===== config.mk =====
export PLATFORM = sky130hd
export DESIGN_NAME = uwr_wake_reset_ctrl
export DESIGN_NICKNAME = d
export VERILOG_FILES = /design/src/verilog/uwr_sync.v /design/src/verilog/uwr_wake_reset_ctrl.v
export VERILOG_INCLUDE_DIRS = /design/src /design/src/shared
export SDC_FILE = /design/constraint.sdc
export NUM_CORES = 1
export LEC_CHECK = 0
export ABC_AREA = 1
export BUFFER_PORTS_ARGS = -buffer_cell sky130_fd_sc_hd__buf_2
export CORE_MARGIN = 2
export CORE_UTILIZATION = 40
export DETAILED_ROUTE_END_ITERATION = 12
export GPL_TIMING_DRIVEN = 0
export PLACE_DENSITY = 0.61
export SYNTH_ARGS = -nofsm -noshare
export SYNTH_HDL_FRONTEND = slang
export SYNTH_SLANG_ARGS = --single-unit
export TNS_END_PERCENT = 100

===== constraint.sdc =====
create_clock -name clk -period 1.5 [get_ports clk]
set_input_delay 0.225 -clock clk [delete_from_list [all_inputs] [get_ports clk]]
set_output_delay 0.225 -clock clk [all_outputs]
set_load 0.03 [all_outputs]

===== src/shared/uwr_defines.vh =====
// Constants for the wake, reset and attach controller: register offsets,
// bit positions, reset values and timing figures.
// Assumes an 8-bit register port and a 50 ns system clock.
`ifndef UWR_DEFINES_VH
`define UWR_DEFINES_VH

// Register offsets
`define UWR_ADDR_CTL 4'h0
`define UWR_ADDR_PIN 4'h1
`define UWR_ADDR_GPO 4'h2
`define UWR_ADDR_EVT 4'h3
`define UWR_ADDR_ENA 4'h4
`define UWR_ADDR_GIE 4'h5
`define UWR_ADDR_INBUF 4'h6
`define UWR_ADDR_STAT 4'h7

// Control register fields
`define UWR_CTL_PDREQ 0
`define UWR_CTL_RWREQ 1
`define UWR_CTL_HWOSC 2
`define UWR_CTL_SOFTRST 3
`define UWR_CTL_ATTACH 4
`define UWR_CTL_PULLUP_GATE 5
`define UWR_CTL_MASK 8'h3F

// Pin control register fields
`define UWR_PIN_DUPLEX 0
`define UWR_PIN_IRQLVL 1
`define UWR_PIN_IRQPOL 2
`define UWR_PIN_MSEL_LO 4
`define UWR_PIN_MSEL_HI 5
`define UWR_PIN_MASK 8'h37
`define UWR_GPO_MASK 8'h0F

// Event flag and enable fields
`define UWR_EVT_OSCOK 0
`define UWR_EVT_RWDONE 1
`define UWR_EVT_SUSP 2
`define UWR_EVT_BUSRST 3
`define UWR_EVT_BUSRSTDN 4
`define UWR_EVT_VBON 5
`define UWR_EVT_VBOFF 6
`define UWR_EVT_MASK 8'h7F
`define UWR_EVT_BUSRST_KEEP 8'h18

// Buffer-free flags: endpoints 0, 2 and 3
`define UWR_INBUF_MASK 8'h0D
`define UWR_INBUF_RST 8'h0D

// Multi-function output selections
`define UWR_MSEL_VBUS 2'h0
`define UWR_MSEL_OSC 2'h1
`define UWR_MSEL_SUSP 2'h2
`define UWR_MSEL_BUSRST 2'h3

// Timing
`define UWR_CLK_PERIOD_NS 50
`define UWR_CLK_KHZ 20000
`define UWR_RESUME_MS 10
`define UWR_IDLE_MS 5
`define UWR_SUSPEND_MS 3
`define UWR_SE0_RESET_NS 21330
`define UWR_OSC_SETTLE_US 100

`endif


===== src/verilog/uwr_sync.v =====
// Two-flop synchronisers for pins that arrive from outside the clock domain.
// Assumes the inputs are slow against clk; multi-bit values are not coherent.
`timescale 1ns/1ns
module uwr_sync #(
  parameter WIDTH = 4,
  parameter [WIDTH-1:0] INIT = {WIDTH{1'b0}}
) (
  input wire clk,
  input wire srst,
  input wire [WIDTH-1:0] asyncIn,
  output wire [WIDTH-1:0] syncOut
);
  reg [WIDTH-1:0] stage1;
  reg [WIDTH-1:0] stage2;

  genvar i;
  generate
    for (i = 0; i < WIDTH; i = i + 1) begin : gBit
      // First stage feeds only the second stage
      always @(posedge clk) begin
        if (srst) begin
          stage1[i] <= INIT[i];
          stage2[i] <= INIT[i];
        end else begin
          stage1[i] <= asyncIn[i];
          stage2[i] <= stage1[i];
        end
      end
    end
  endgenerate

  assign syncOut = stage2;
endmodule


===== src/verilog/uwr_wake_reset_ctrl.v =====
// Power-down exit, reset scopes and bus attach control for a USB peripheral.
// Assumes srst is the power-on reset and all pins are asynchronous to clk.
//
// Summary of operation
// - Clearing power-down or chip reset ends power-down
// - Remote wake: restart oscillator, then 10 ms K
// - Resume K only after 5 ms idle bus
// - Set remote-wake-done flag when resume ends
// - Host-wake enabled: D+ falling edge restarts oscillator
// - Power-on sets all three buffer-free flags
// - Soft chip reset equals reset pin, self-holding
// - Chip reset keeps attach, outputs, output selector
// - Chip reset keeps serial and power-down controls
// - Chip reset clears pullup gate, event flags, enables
// - SE0 for 21.33 us flags and applies bus reset
// - Bus reset also keeps global enable, data registers
// - Bus reset keeps its own flags and enables
// - VBUS rise and fall each set a flag
// - Multi-function output can show VBUS, even powered down
// - Attach bit connects the D+ pullup
// - Pullup gate drops pullup while VBUS absent
// - Power-down stops oscillator, keeps interrupt, watches D+
// - Set oscillator-stable flag once clock has settled
// - 3 ms idle sets suspend flag, no auto power-down
`timescale 1ns/1ns
`include "uwr_defines.vh"
module uwr_wake_reset_ctrl #(
  parameter [17:0] RESUME_CYC = `UWR_RESUME_MS * `UWR_CLK_KHZ,
  parameter [17:0] IDLE_CYC = `UWR_IDLE_MS * `UWR_CLK_KHZ,
  parameter [17:0] SUSPEND_CYC = `UWR_SUSPEND_MS * `UWR_CLK_KHZ
) (
  input wire clk,
  input wire srst,
  input wire [3:0] addr,
  input wire [7:0] wdata,
  input wire wr,
  input wire rd,
  output reg [7:0] rdata,
  input wire resetPinN,
  input wire vbusSenseInput,
  input wire dpIn,
  output reg dpOut,
  output reg dpOe,
  input wire dmIn,
  output reg dmOut,
  output reg dmOe,
  output reg pullupOn,
  output reg oscEnable,
  output reg irqPin,
  output reg multiFunctionOutput,
  output reg [3:0] generalOutputs,
  output reg serialDuplexSelect
);
  localparam [31:0] SE0_FULL = (`UWR_SE0_RESET_NS + `UWR_CLK_PERIOD_NS - 1) / `UWR_CLK_PERIOD_NS;
  localparam [8:0] SE0_CYC = SE0_FULL[8:0];
  localparam [31:0] OSC_FULL = `UWR_OSC_SETTLE_US * 1000 / `UWR_CLK_PERIOD_NS;
  localparam [11:0] OSC_CYC = OSC_FULL[11:0];

  // Wake state machine
  localparam [2:0] ST_RUN = 3'h0;
  localparam [2:0] ST_PDOWN = 3'h1;
  localparam [2:0] ST_HOSTWAKE = 3'h2;
  localparam [2:0] ST_REMOTE = 3'h3;
  localparam [2:0] ST_RESUME = 3'h4;
  localparam [2:0] ST_AWAKE = 3'h5;

  reg [2:0] state;
  reg [2:0] next_state;
  reg [7:0] ctl;
  reg [7:0] pinCtl;
  reg [7:0] evtFlags;
  reg [7:0] evtEnable;
  reg globalIrqEnable;
  reg [7:0] inBufFlags;
  reg pdPrev;
  reg dpPrev;
  reg vbusPrev;
  reg [17:0] idleCnt;
  reg [8:0] se0Cnt;
  reg [11:0] settleCnt;
  reg [17:0] resumeCnt;
  reg oscStable;
  reg busResetActive;
  reg irqPrev;

  wire [3:0] pinsSync;
  wire dpS;
  wire dmS;
  wire vbusS;
  wire resetPinSyncN;

  // Reset pin and D+ settle at idle, so power-on adds no chip reset or false D+ fall
  uwr_sync #(
    .WIDTH(4),
    .INIT(4'h9)
  ) uSync (
    .clk(clk),
    .srst(srst),
    .asyncIn({resetPinN, vbusSenseInput, dmIn, dpIn}),
    .syncOut(pinsSync)
  );
  assign dpS = pinsSync[0];
  assign dmS = pinsSync[1];
  assign vbusS = pinsSync[2];
  assign resetPinSyncN = pinsSync[3];

  wire pdReq = ctl[`UWR_CTL_PDREQ];
  wire rwReq = ctl[`UWR_CTL_RWREQ];
  wire hwOsc = ctl[`UWR_CTL_HWOSC];
  // Soft bit and pin are one reset; the bit is never cleared by it
  wire chipRst = !resetPinSyncN || ctl[`UWR_CTL_SOFTRST];
  wire wrCtl = wr && addr == `UWR_ADDR_CTL;
  wire wrEvt = wr && addr == `UWR_ADDR_EVT;
  wire wrInBuf = wr && addr == `UWR_ADDR_INBUF;

  // Bus line conditions, full speed: J is D+ high, D- low
  wire busIdle = dpS && !dmS;
  wire se0 = !dpS && !dmS;
  wire dpFall = dpPrev && !dpS;
  wire suspendHit = busIdle && idleCnt == SUSPEND_CYC - 18'h00001;
  wire idleLong = idleCnt >= IDLE_CYC;
  wire busRstHit = se0 && se0Cnt == SE0_CYC - 9'h001;
  wire busRstDone = busResetActive && !se0;
  wire oscHit = state != ST_PDOWN && !oscStable && settleCnt == OSC_CYC - 12'h001;
  wire resumeEnd = state == ST_RESUME && resumeCnt == RESUME_CYC - 18'h00001;
  // Power-down is entered on a fresh request, so a kept bit does not re-enter
  wire pdEnter = pdReq && !pdPrev;

  // Next wake state
  always @* begin
    next_state = state;
    case (state)
      ST_RUN: begin
        if (rwReq) begin
          next_state = ST_REMOTE;
        end else if (pdEnter) begin
          next_state = ST_PDOWN;
        end
      end
      ST_PDOWN: begin
        if (!pdReq) begin
          next_state = ST_RUN;
        end else if (rwReq) begin
          next_state = ST_REMOTE;
        end else if (hwOsc && dpFall) begin
          next_state = ST_HOSTWAKE;
        end
      end
      ST_HOSTWAKE: begin
        if (!pdReq) begin
          next_state = ST_RUN;
        end
      end
      ST_REMOTE: begin
        // Oscillator must be settled and the bus quiet long enough
        if (oscStable && idleLong) begin
          next_state = ST_RESUME;
        end
      end
      ST_RESUME: begin
        if (resumeEnd) begin
          next_state = ST_AWAKE;
        end
      end
      ST_AWAKE: begin
        // Waits for the processor to drop both the wake request and the power-down request
        if (!rwReq && !pdReq) begin
          next_state = ST_RUN;
        end
      end
      default: begin
        next_state = ST_RUN;
      end
    endcase
  end

  // Wake state; chip reset pulls the device out of power-down
  always @(posedge clk) begin
    if (srst) begin
      state <= ST_RUN;
      pdPrev <= 1'b0;
    end else if (chipRst) begin
      state <= ST_RUN;
      pdPrev <= pdReq;
    end else begin
      state <= next_state;
      pdPrev <= pdReq;
    end
  end

  // Oscillator restart and settle timing
  always @(posedge clk) begin
    if (srst) begin
      settleCnt <= 12'h000;
      oscStable <= 1'b0;
      oscEnable <= 1'b0;
    end else begin
      oscEnable <= next_state != ST_PDOWN;
      if (state == ST_PDOWN) begin
        settleCnt <= 12'h000;
        oscStable <= 1'b0;
      end else if (!oscStable) begin
        settleCnt <= settleCnt + 12'h001;
        oscStable <= oscHit;
      end
    end
  end

  // Bus idle, SE0 and resume timers; idle and SE0 counters saturate
  always @(posedge clk) begin
    if (srst) begin
      idleCnt <= 18'h00000;
      se0Cnt <= 9'h000;
      resumeCnt <= 18'h00000;
      busResetActive <= 1'b0;
      dpPrev <= 1'b1;
      vbusPrev <= 1'b0;
    end else begin
      dpPrev <= dpS;
      vbusPrev <= vbusS;
      if (!busIdle) begin
        idleCnt <= 18'h00000;
      end else if (!idleLong) begin
        idleCnt <= idleCnt + 18'h00001;
      end
      if (!se0) begin
        se0Cnt <= 9'h000;
      end else if (se0Cnt != SE0_CYC) begin
        se0Cnt <= se0Cnt + 9'h001;
      end
      if (busRstHit) begin
        busResetActive <= 1'b1;
      end else if (busRstDone) begin
        busResetActive <= 1'b0;
      end
      // K-state length is timed here so the processor needs no timer
      if (state == ST_RESUME) begin
        resumeCnt <= resumeCnt + 18'h00001;
      end else begin
        resumeCnt <= 18'h00000;
      end
    end
  end

  // Resume K drive: D+ low, D- high
  always @(posedge clk) begin
    if (srst) begin
      dpOut <= 1'b0;
      dmOut <= 1'b0;
      dpOe <= 1'b0;
      dmOe <= 1'b0;
    end else begin
      dpOut <= 1'b0;
      dmOut <= next_state == ST_RESUME;
      dpOe <= next_state == ST_RESUME;
      dmOe <= next_state == ST_RESUME;
    end
  end

  // Control bits; chip and bus reset keep them except the pullup gate
  always @(posedge clk) begin
    if (srst) begin
      ctl <= 8'h00;
      pinCtl <= 8'h00;
      generalOutputs <= 4'h0;
    end else begin
      if (wrCtl) begin
        ctl <= wdata & `UWR_CTL_MASK;
      end else if (chipRst || busRstHit) begin
        ctl[`UWR_CTL_PULLUP_GATE] <= 1'b0;
      end
      if (wr && addr == `UWR_ADDR_PIN) begin
        pinCtl <= wdata & `UWR_PIN_MASK;
      end
      if (wr && addr == `UWR_ADDR_GPO) begin
        generalOutputs <= wdata[3:0];
      end
    end
  end

  // Event flags: hardware set beats a same-cycle write-one clear
  always @(posedge clk) begin
    if (srst) begin
      evtFlags <= 8'h00;
      evtEnable <= 8'h00;
      globalIrqEnable <= 1'b0;
    end else if (chipRst) begin
      evtFlags <= 8'h00;
      evtEnable <= 8'h00;
      globalIrqEnable <= 1'b0;
    end else begin
      if (busRstHit) begin
        evtFlags <= (evtFlags & `UWR_EVT_BUSRST_KEEP) | 8'h08;
        evtEnable <= evtEnable & `UWR_EVT_BUSRST_KEEP;
      end else begin
        evtFlags <= ((evtFlags & ~(wrEvt ? wdata : 8'h00))
          | {1'b0,
             vbusPrev && !vbusS,
             !vbusPrev && vbusS,
             busRstDone,
             1'b0,
             suspendHit,
             resumeEnd,
             oscHit})
          & `UWR_EVT_MASK;
        if (wr && addr == `UWR_ADDR_ENA) begin
          evtEnable <= wdata & `UWR_EVT_MASK;
        end
      end
      // Global enable survives a bus reset
      if (wr && addr == `UWR_ADDR_GIE) begin
        globalIrqEnable <= wdata[0];
      end
    end
  end

  // Buffer-free flags come back set after power-on or chip reset
  always @(posedge clk) begin
    if (srst || chipRst) begin
      inBufFlags <= `UWR_INBUF_RST;
    end else if (wrInBuf) begin
      inBufFlags <= inBufFlags & ~(wdata & `UWR_INBUF_MASK);
    end
  end

  // Pin outputs: pullup, multi-function output, interrupt
  wire anyIrq = globalIrqEnable && |(evtFlags & evtEnable);
  wire irqActive = pinCtl[`UWR_PIN_IRQLVL] ? anyIrq : anyIrq && !irqPrev;
  always @(posedge clk) begin
    if (srst) begin
      pullupOn <= 1'b0;
      multiFunctionOutput <= 1'b0;
      irqPin <= 1'b1;
      irqPrev <= 1'b0;
      serialDuplexSelect <= 1'b0;
    end else begin
      // Gate wins over attach so, with the gate set, a dead VBUS never powers the pullup
      pullupOn <= ctl[`UWR_CTL_ATTACH]
        && !(ctl[`UWR_CTL_PULLUP_GATE] && !vbusS);
      case ({pinCtl[`UWR_PIN_MSEL_HI], pinCtl[`UWR_PIN_MSEL_LO]})
        `UWR_MSEL_VBUS: multiFunctionOutput <= vbusS;
        `UWR_MSEL_OSC: multiFunctionOutput <= oscStable;
        `UWR_MSEL_SUSP: multiFunctionOutput <= evtFlags[`UWR_EVT_SUSP];
        default: multiFunctionOutput <= busResetActive;
      endcase
      // Interrupt pin keeps working in power-down
      irqPrev <= anyIrq;
      irqPin <= pinCtl[`UWR_PIN_IRQPOL] ? irqActive : !irqActive;
      serialDuplexSelect <= pinCtl[`UWR_PIN_DUPLEX];
    end
  end

  // Read port: data stand only in the cycle after the strobe
  always @(posedge clk) begin
    if (srst || !rd) begin
      rdata <= 8'h00;
    end else begin
      case (addr)
        `UWR_ADDR_CTL: rdata <= ctl;
        `UWR_ADDR_PIN: rdata <= pinCtl;
        `UWR_ADDR_GPO: rdata <= {4'h0, generalOutputs};
        `UWR_ADDR_EVT: rdata <= evtFlags;
        `UWR_ADDR_ENA: rdata <= evtEnable;
        `UWR_ADDR_GIE: rdata <= {7'h00, globalIrqEnable};
        `UWR_ADDR_INBUF: rdata <= inBufFlags;
        `UWR_ADDR_STAT: rdata <= {vbusS, busResetActive, oscStable, 2'h0, state};
        default: rdata <= 8'h00;
      endcase
    end
  end
endmodule


==> flow_summary.json <==
{
  "dp.final_hpwl_mm": 9.919,
  "rr_startpoint": "resumeCnt[1]",
  "hold_end": "evtEnable[6]",
  "clock_latency_ns": 0.42,
  "syn_nets": 784,
  "max_slew_margin": 0.6062,
  "die-area_sq_um": 14660,
  "cts_root_buffer": "clkbuf_16",
  "drc": 0,
  "critical_path_buf_inv_count": 1,
  "ys.warnings.count": 0,
  "cp_cell_sequence": "ha_2 -> nand3_4 -> nor3_2 -> nand3_2 -> nand2_1 -> inv_1 -> nand3_2 -> a21oi_1",
  "ir_drop_uv": 794.2,
  "endpoint_kind": "flip-flop",
  "finalSetupViolCount": 0,
  "ant_nets": 0,
  "timing.hold.ws_ns": 0.07908,
  "dr.pass1.iters": 6,
  "r2r_end": "oscEnable",
  "grt_setup_unrepaired": "yes",
  "vias_per_cell": 5.003,
  "fin_crit_sh": 0.9657,
  "die_h_um": 121.1,
  "drv_cap": 0,
  "maxSlewViolCount": 0,
  "outcome": "completed",
  "synth_compound_area_frac": 0.1376,
  "fmax_mhz": 690.3,
  "grt_pass1_vias": 4719,
  "syn2layout_area_growth_pct": 24.76,
  "p_leak_nw": 2.658,
  "clkSlewWorstSetupHoldPaths_ns": 0.06,
  "gp_congestion": 0.9153,
  "synthCells": 758,
  "portBuffers": 38,
  "synth.area.mux_share": 0,
  "core_area_sq_um": 13300,
  "clk_path_buf_depth": 2,
  "vias": 5103,
  "tightest_slew_ns": 0.5907,
  "nets": 857,
  "critPathKind": "flip-flop to flip-flop",
  "synth_cell_types": 43,
  "synth_edf_count": 0,
  "start_util": 0.4124,
  "finalHoldViolCount": 0,
  "diodes": 0,
  "ff2ff_path_depth": 8,
  "pin_count": 41,
  "grt_overflow": 0,
  "track_usage": 0.1925,
  "synth_top_area_frac": 0.4418,
  "grt_antenna_before_repair": 0,
  "pwr_density_cell_nw_per_um2": 1137,
  "ys_seq_area_frac": 0.4418,
  "routed_wl_mm": 13.86,
  "cts_made_buffers": 17,
  "synth-simple-area-share": 0.2946,
  "min_from": "wdata[6]",
  "avgSynthCellArea_sq_um": 7.233,
  "synth_xor_area_frac": 0.01757,
  "grt_pass1_wl_mm": 22.02,
  "synth_top_family_by_area": "simple AND/OR/NAND/NOR gates",
  "async_flop_share": 0,
  "final_layout_size_suffix_gt1_frac": 0.2121,
  "netlist_top_cells_area": "dfxtp_1 (44%), nand2_1 (10%), a21oi_1 (7.1%)",
  "min_path_type": "input port to flip-flop",
  "hold-path-cell-count": 3,
  "reg2reg_slack_ns": 0.05,
  "synth-main-ff-cell": "dfxtp_1",
  "yosysTopAreaCell": "dfxtp_1",
  "slowest_delay_ns": 0.36,
  "cp-start-kind": "flip-flop",
  "final_core_util": 0.5145,
  "clock-sinks": 121,
  "core.rowCount": 42,
  "drt_iter0_drc": 401,
  "synth_seq_cells": 121,
  "cp_top_family": "simple AND/OR/NAND/NOR gates",
  "worst-endpoint-arrival_ns": 1.72,
  "fin_skew_ns": 0.005438,
  "grt_max_degree": 17,
  "routedWlPerCell_um": 13.58,
  "htreeDepth": 4,
  "cts_tree": "done",
  "fin_crit_ns": 1.449,
  "slowest_stage": "dfxtp_1",
  "syn_area_sq_um": 5483,
  "crit_top_cell": "nand3_2",
  "required_ns": 1.78,
  "synth-adder-area-share": 0.01369,
  "die_w_um": 121.1,
  "cp_max_fo": 3
}
-- worst min-delay path, delay by kind of cell --
family                 cells  cell delay, ns
buffers and inverters      1            0.11
AO/OA/AOI/OAI              1            0.06
AND/OR/NAND/NOR            1            0.06
-- layout make-up --
| cell class | instances | area [sq um] |
|---|---|---|
| buffer | 16 | 110.1 |
| clock inverter | 12 | 148.9 |
| clock buffer | 20 | 456.7 |
| sequential | 121 | 2449 |
| inverter | 109 | 416.7 |
| tap | 176 | 220.2 |
| fill | 1276 | 6455 |
| timing repair buffer | 54 | 324.1 |
| multi-input combinational | 512 | 2715 |
-- worst max path at each step --
stage | start | end | depth (start not counted) | slack, ns
after floorplan | idleCnt[0] | idleCnt[12] | 12 | 0.12
after global placement | resumeCnt[0] | oscEnable | 8 | -0.11
after detailed placement | resumeCnt[0] | oscEnable | 8 | -0.10
after CTS | resumeCnt[0] | oscEnable | 8 | -0.02
after global routing | idleCnt[0] | idleCnt[12] | 12 | -0.04
final | resumeCnt[1] | oscEnable | 8 | 0.05
-- state kept, by name, indices dropped and copies added (netlist names), 5 cells and up --
register / cells
settleCnt: 12
resumeCnt: 18
evtFlags: 7
rdata: 8
se0Cnt: 9
ctl: 6
pinCtl: 5
idleCnt: 18
evtEnable: 7
-- through the flow --
step                total power, W  instance area (sq um)  TNS (ns)  worst slack, ns  cells
finish                    0.007779                   6840         0          0.05140   1020
global route              0.008024                   6840   -0.1424         -0.04189   1020
CTS                       0.007829                   6565  -0.02472         -0.02472   1008
detailed placement        0.003662                   5893    -1.243          -0.1047    972
global placement          0.003656                   5893   -0.9728          -0.1100    972
floorplan                 0.003543                   5483         0           0.1232    758
-- repair_timing --
| item | 4_1_cts | 5_1_grt |
|---|---|---|
| setup endpoints to repair | 19 | 44 |
| buffers inserted | 0 | 12 |
| resized for setup | 9 | 59 |
| hold endpoints to repair | 4 | 0 |
| pin swaps | 1 | 16 |
| hold buffers | 4 | 0 |
-- cells in the mapped netlist (all sizes together), types with 7 or more instances --
cell   instances
or2           10
xor2          10
o22ai          7
nand3         43
nand2        159
buf           14
nor3          20
inv          108
a21oi         78
dfxtp        121
nor2          93
o21ai         40
nand4         17
-- per-layer routing --
metal	vias to the layer above	track usage	share of wire
li1	2606	-	-
met1	2366	0.2475	0.47
met2	110	0.3125	0.47
met3	21	0.04417	0.042
met4	0	0.07558	0.015
met5	-	0	0
-- cells in the final DEF, fill, tap and decap left out, types with 2 or more instances in the layout --
cell,netlist,final
clkinvlp_4,0,4
dfxtp_2,0,15
xor2_1,10,10
o21ai_0,40,38
buf_6,1,2
nand2_1,149,143
dfxtp_4,0,2
or2_2,9,8
a211oi_1,4,4
a21oi_1,78,78
nor3_2,2,5
clkbuf_8,0,2
nor3b_1,3,3
o21ai_1,0,2
buf_4,5,17
ha_4,0,3
nor2_1,83,77
dfxtp_1,121,104
clkinv_2,1,4
o31ai_1,3,2
nand4_1,17,17
a31oi_1,4,4
clkbuf_16,0,17
nand2_2,8,11
nor3_1,18,15
inv_2,6,8
buf_2,6,42
nand3b_1,3,3
nor4_1,4,3
nor2_4,3,8
nand2_4,2,5
nand3_2,2,4
dlygate4sd3_1,0,4
ha_1,6,2
clkbuf_1,2,3
nand3_1,41,38
bufinv_16,0,3
o22ai_1,7,7
inv_1,102,99
nor2_2,6,7
-- report_power, final --
| group | leakage [nW] | switching [W] | total [W] | internal [W] |
|---|---|---|---|---|
| sequential | 0.988 | 0.0000340 | 0.00330 | 0.00326 |
| combinational | 1.38 | 0.000218 | 0.000329 | 0.000111 |
| clock | 0.288 | 0.00147 | 0.00415 | 0.00268 |
| total | 2.66 | 0.00172 | 0.00778 | 0.00606 |
-- logic make-up after synthesis --
| kind of cell | after synthesis |
|---|---|
| other | 1 |
| buffers and inverters | 125 |
| AND/OR/NAND/NOR | 353 |
| AO/OA/AOI/OAI | 141 |
| adder cells (fa/ha/maj) | 6 |
| flip-flops | 121 |
| XOR/XNOR | 11 |
Note: power is estimated with default switching activity, not from simulation.
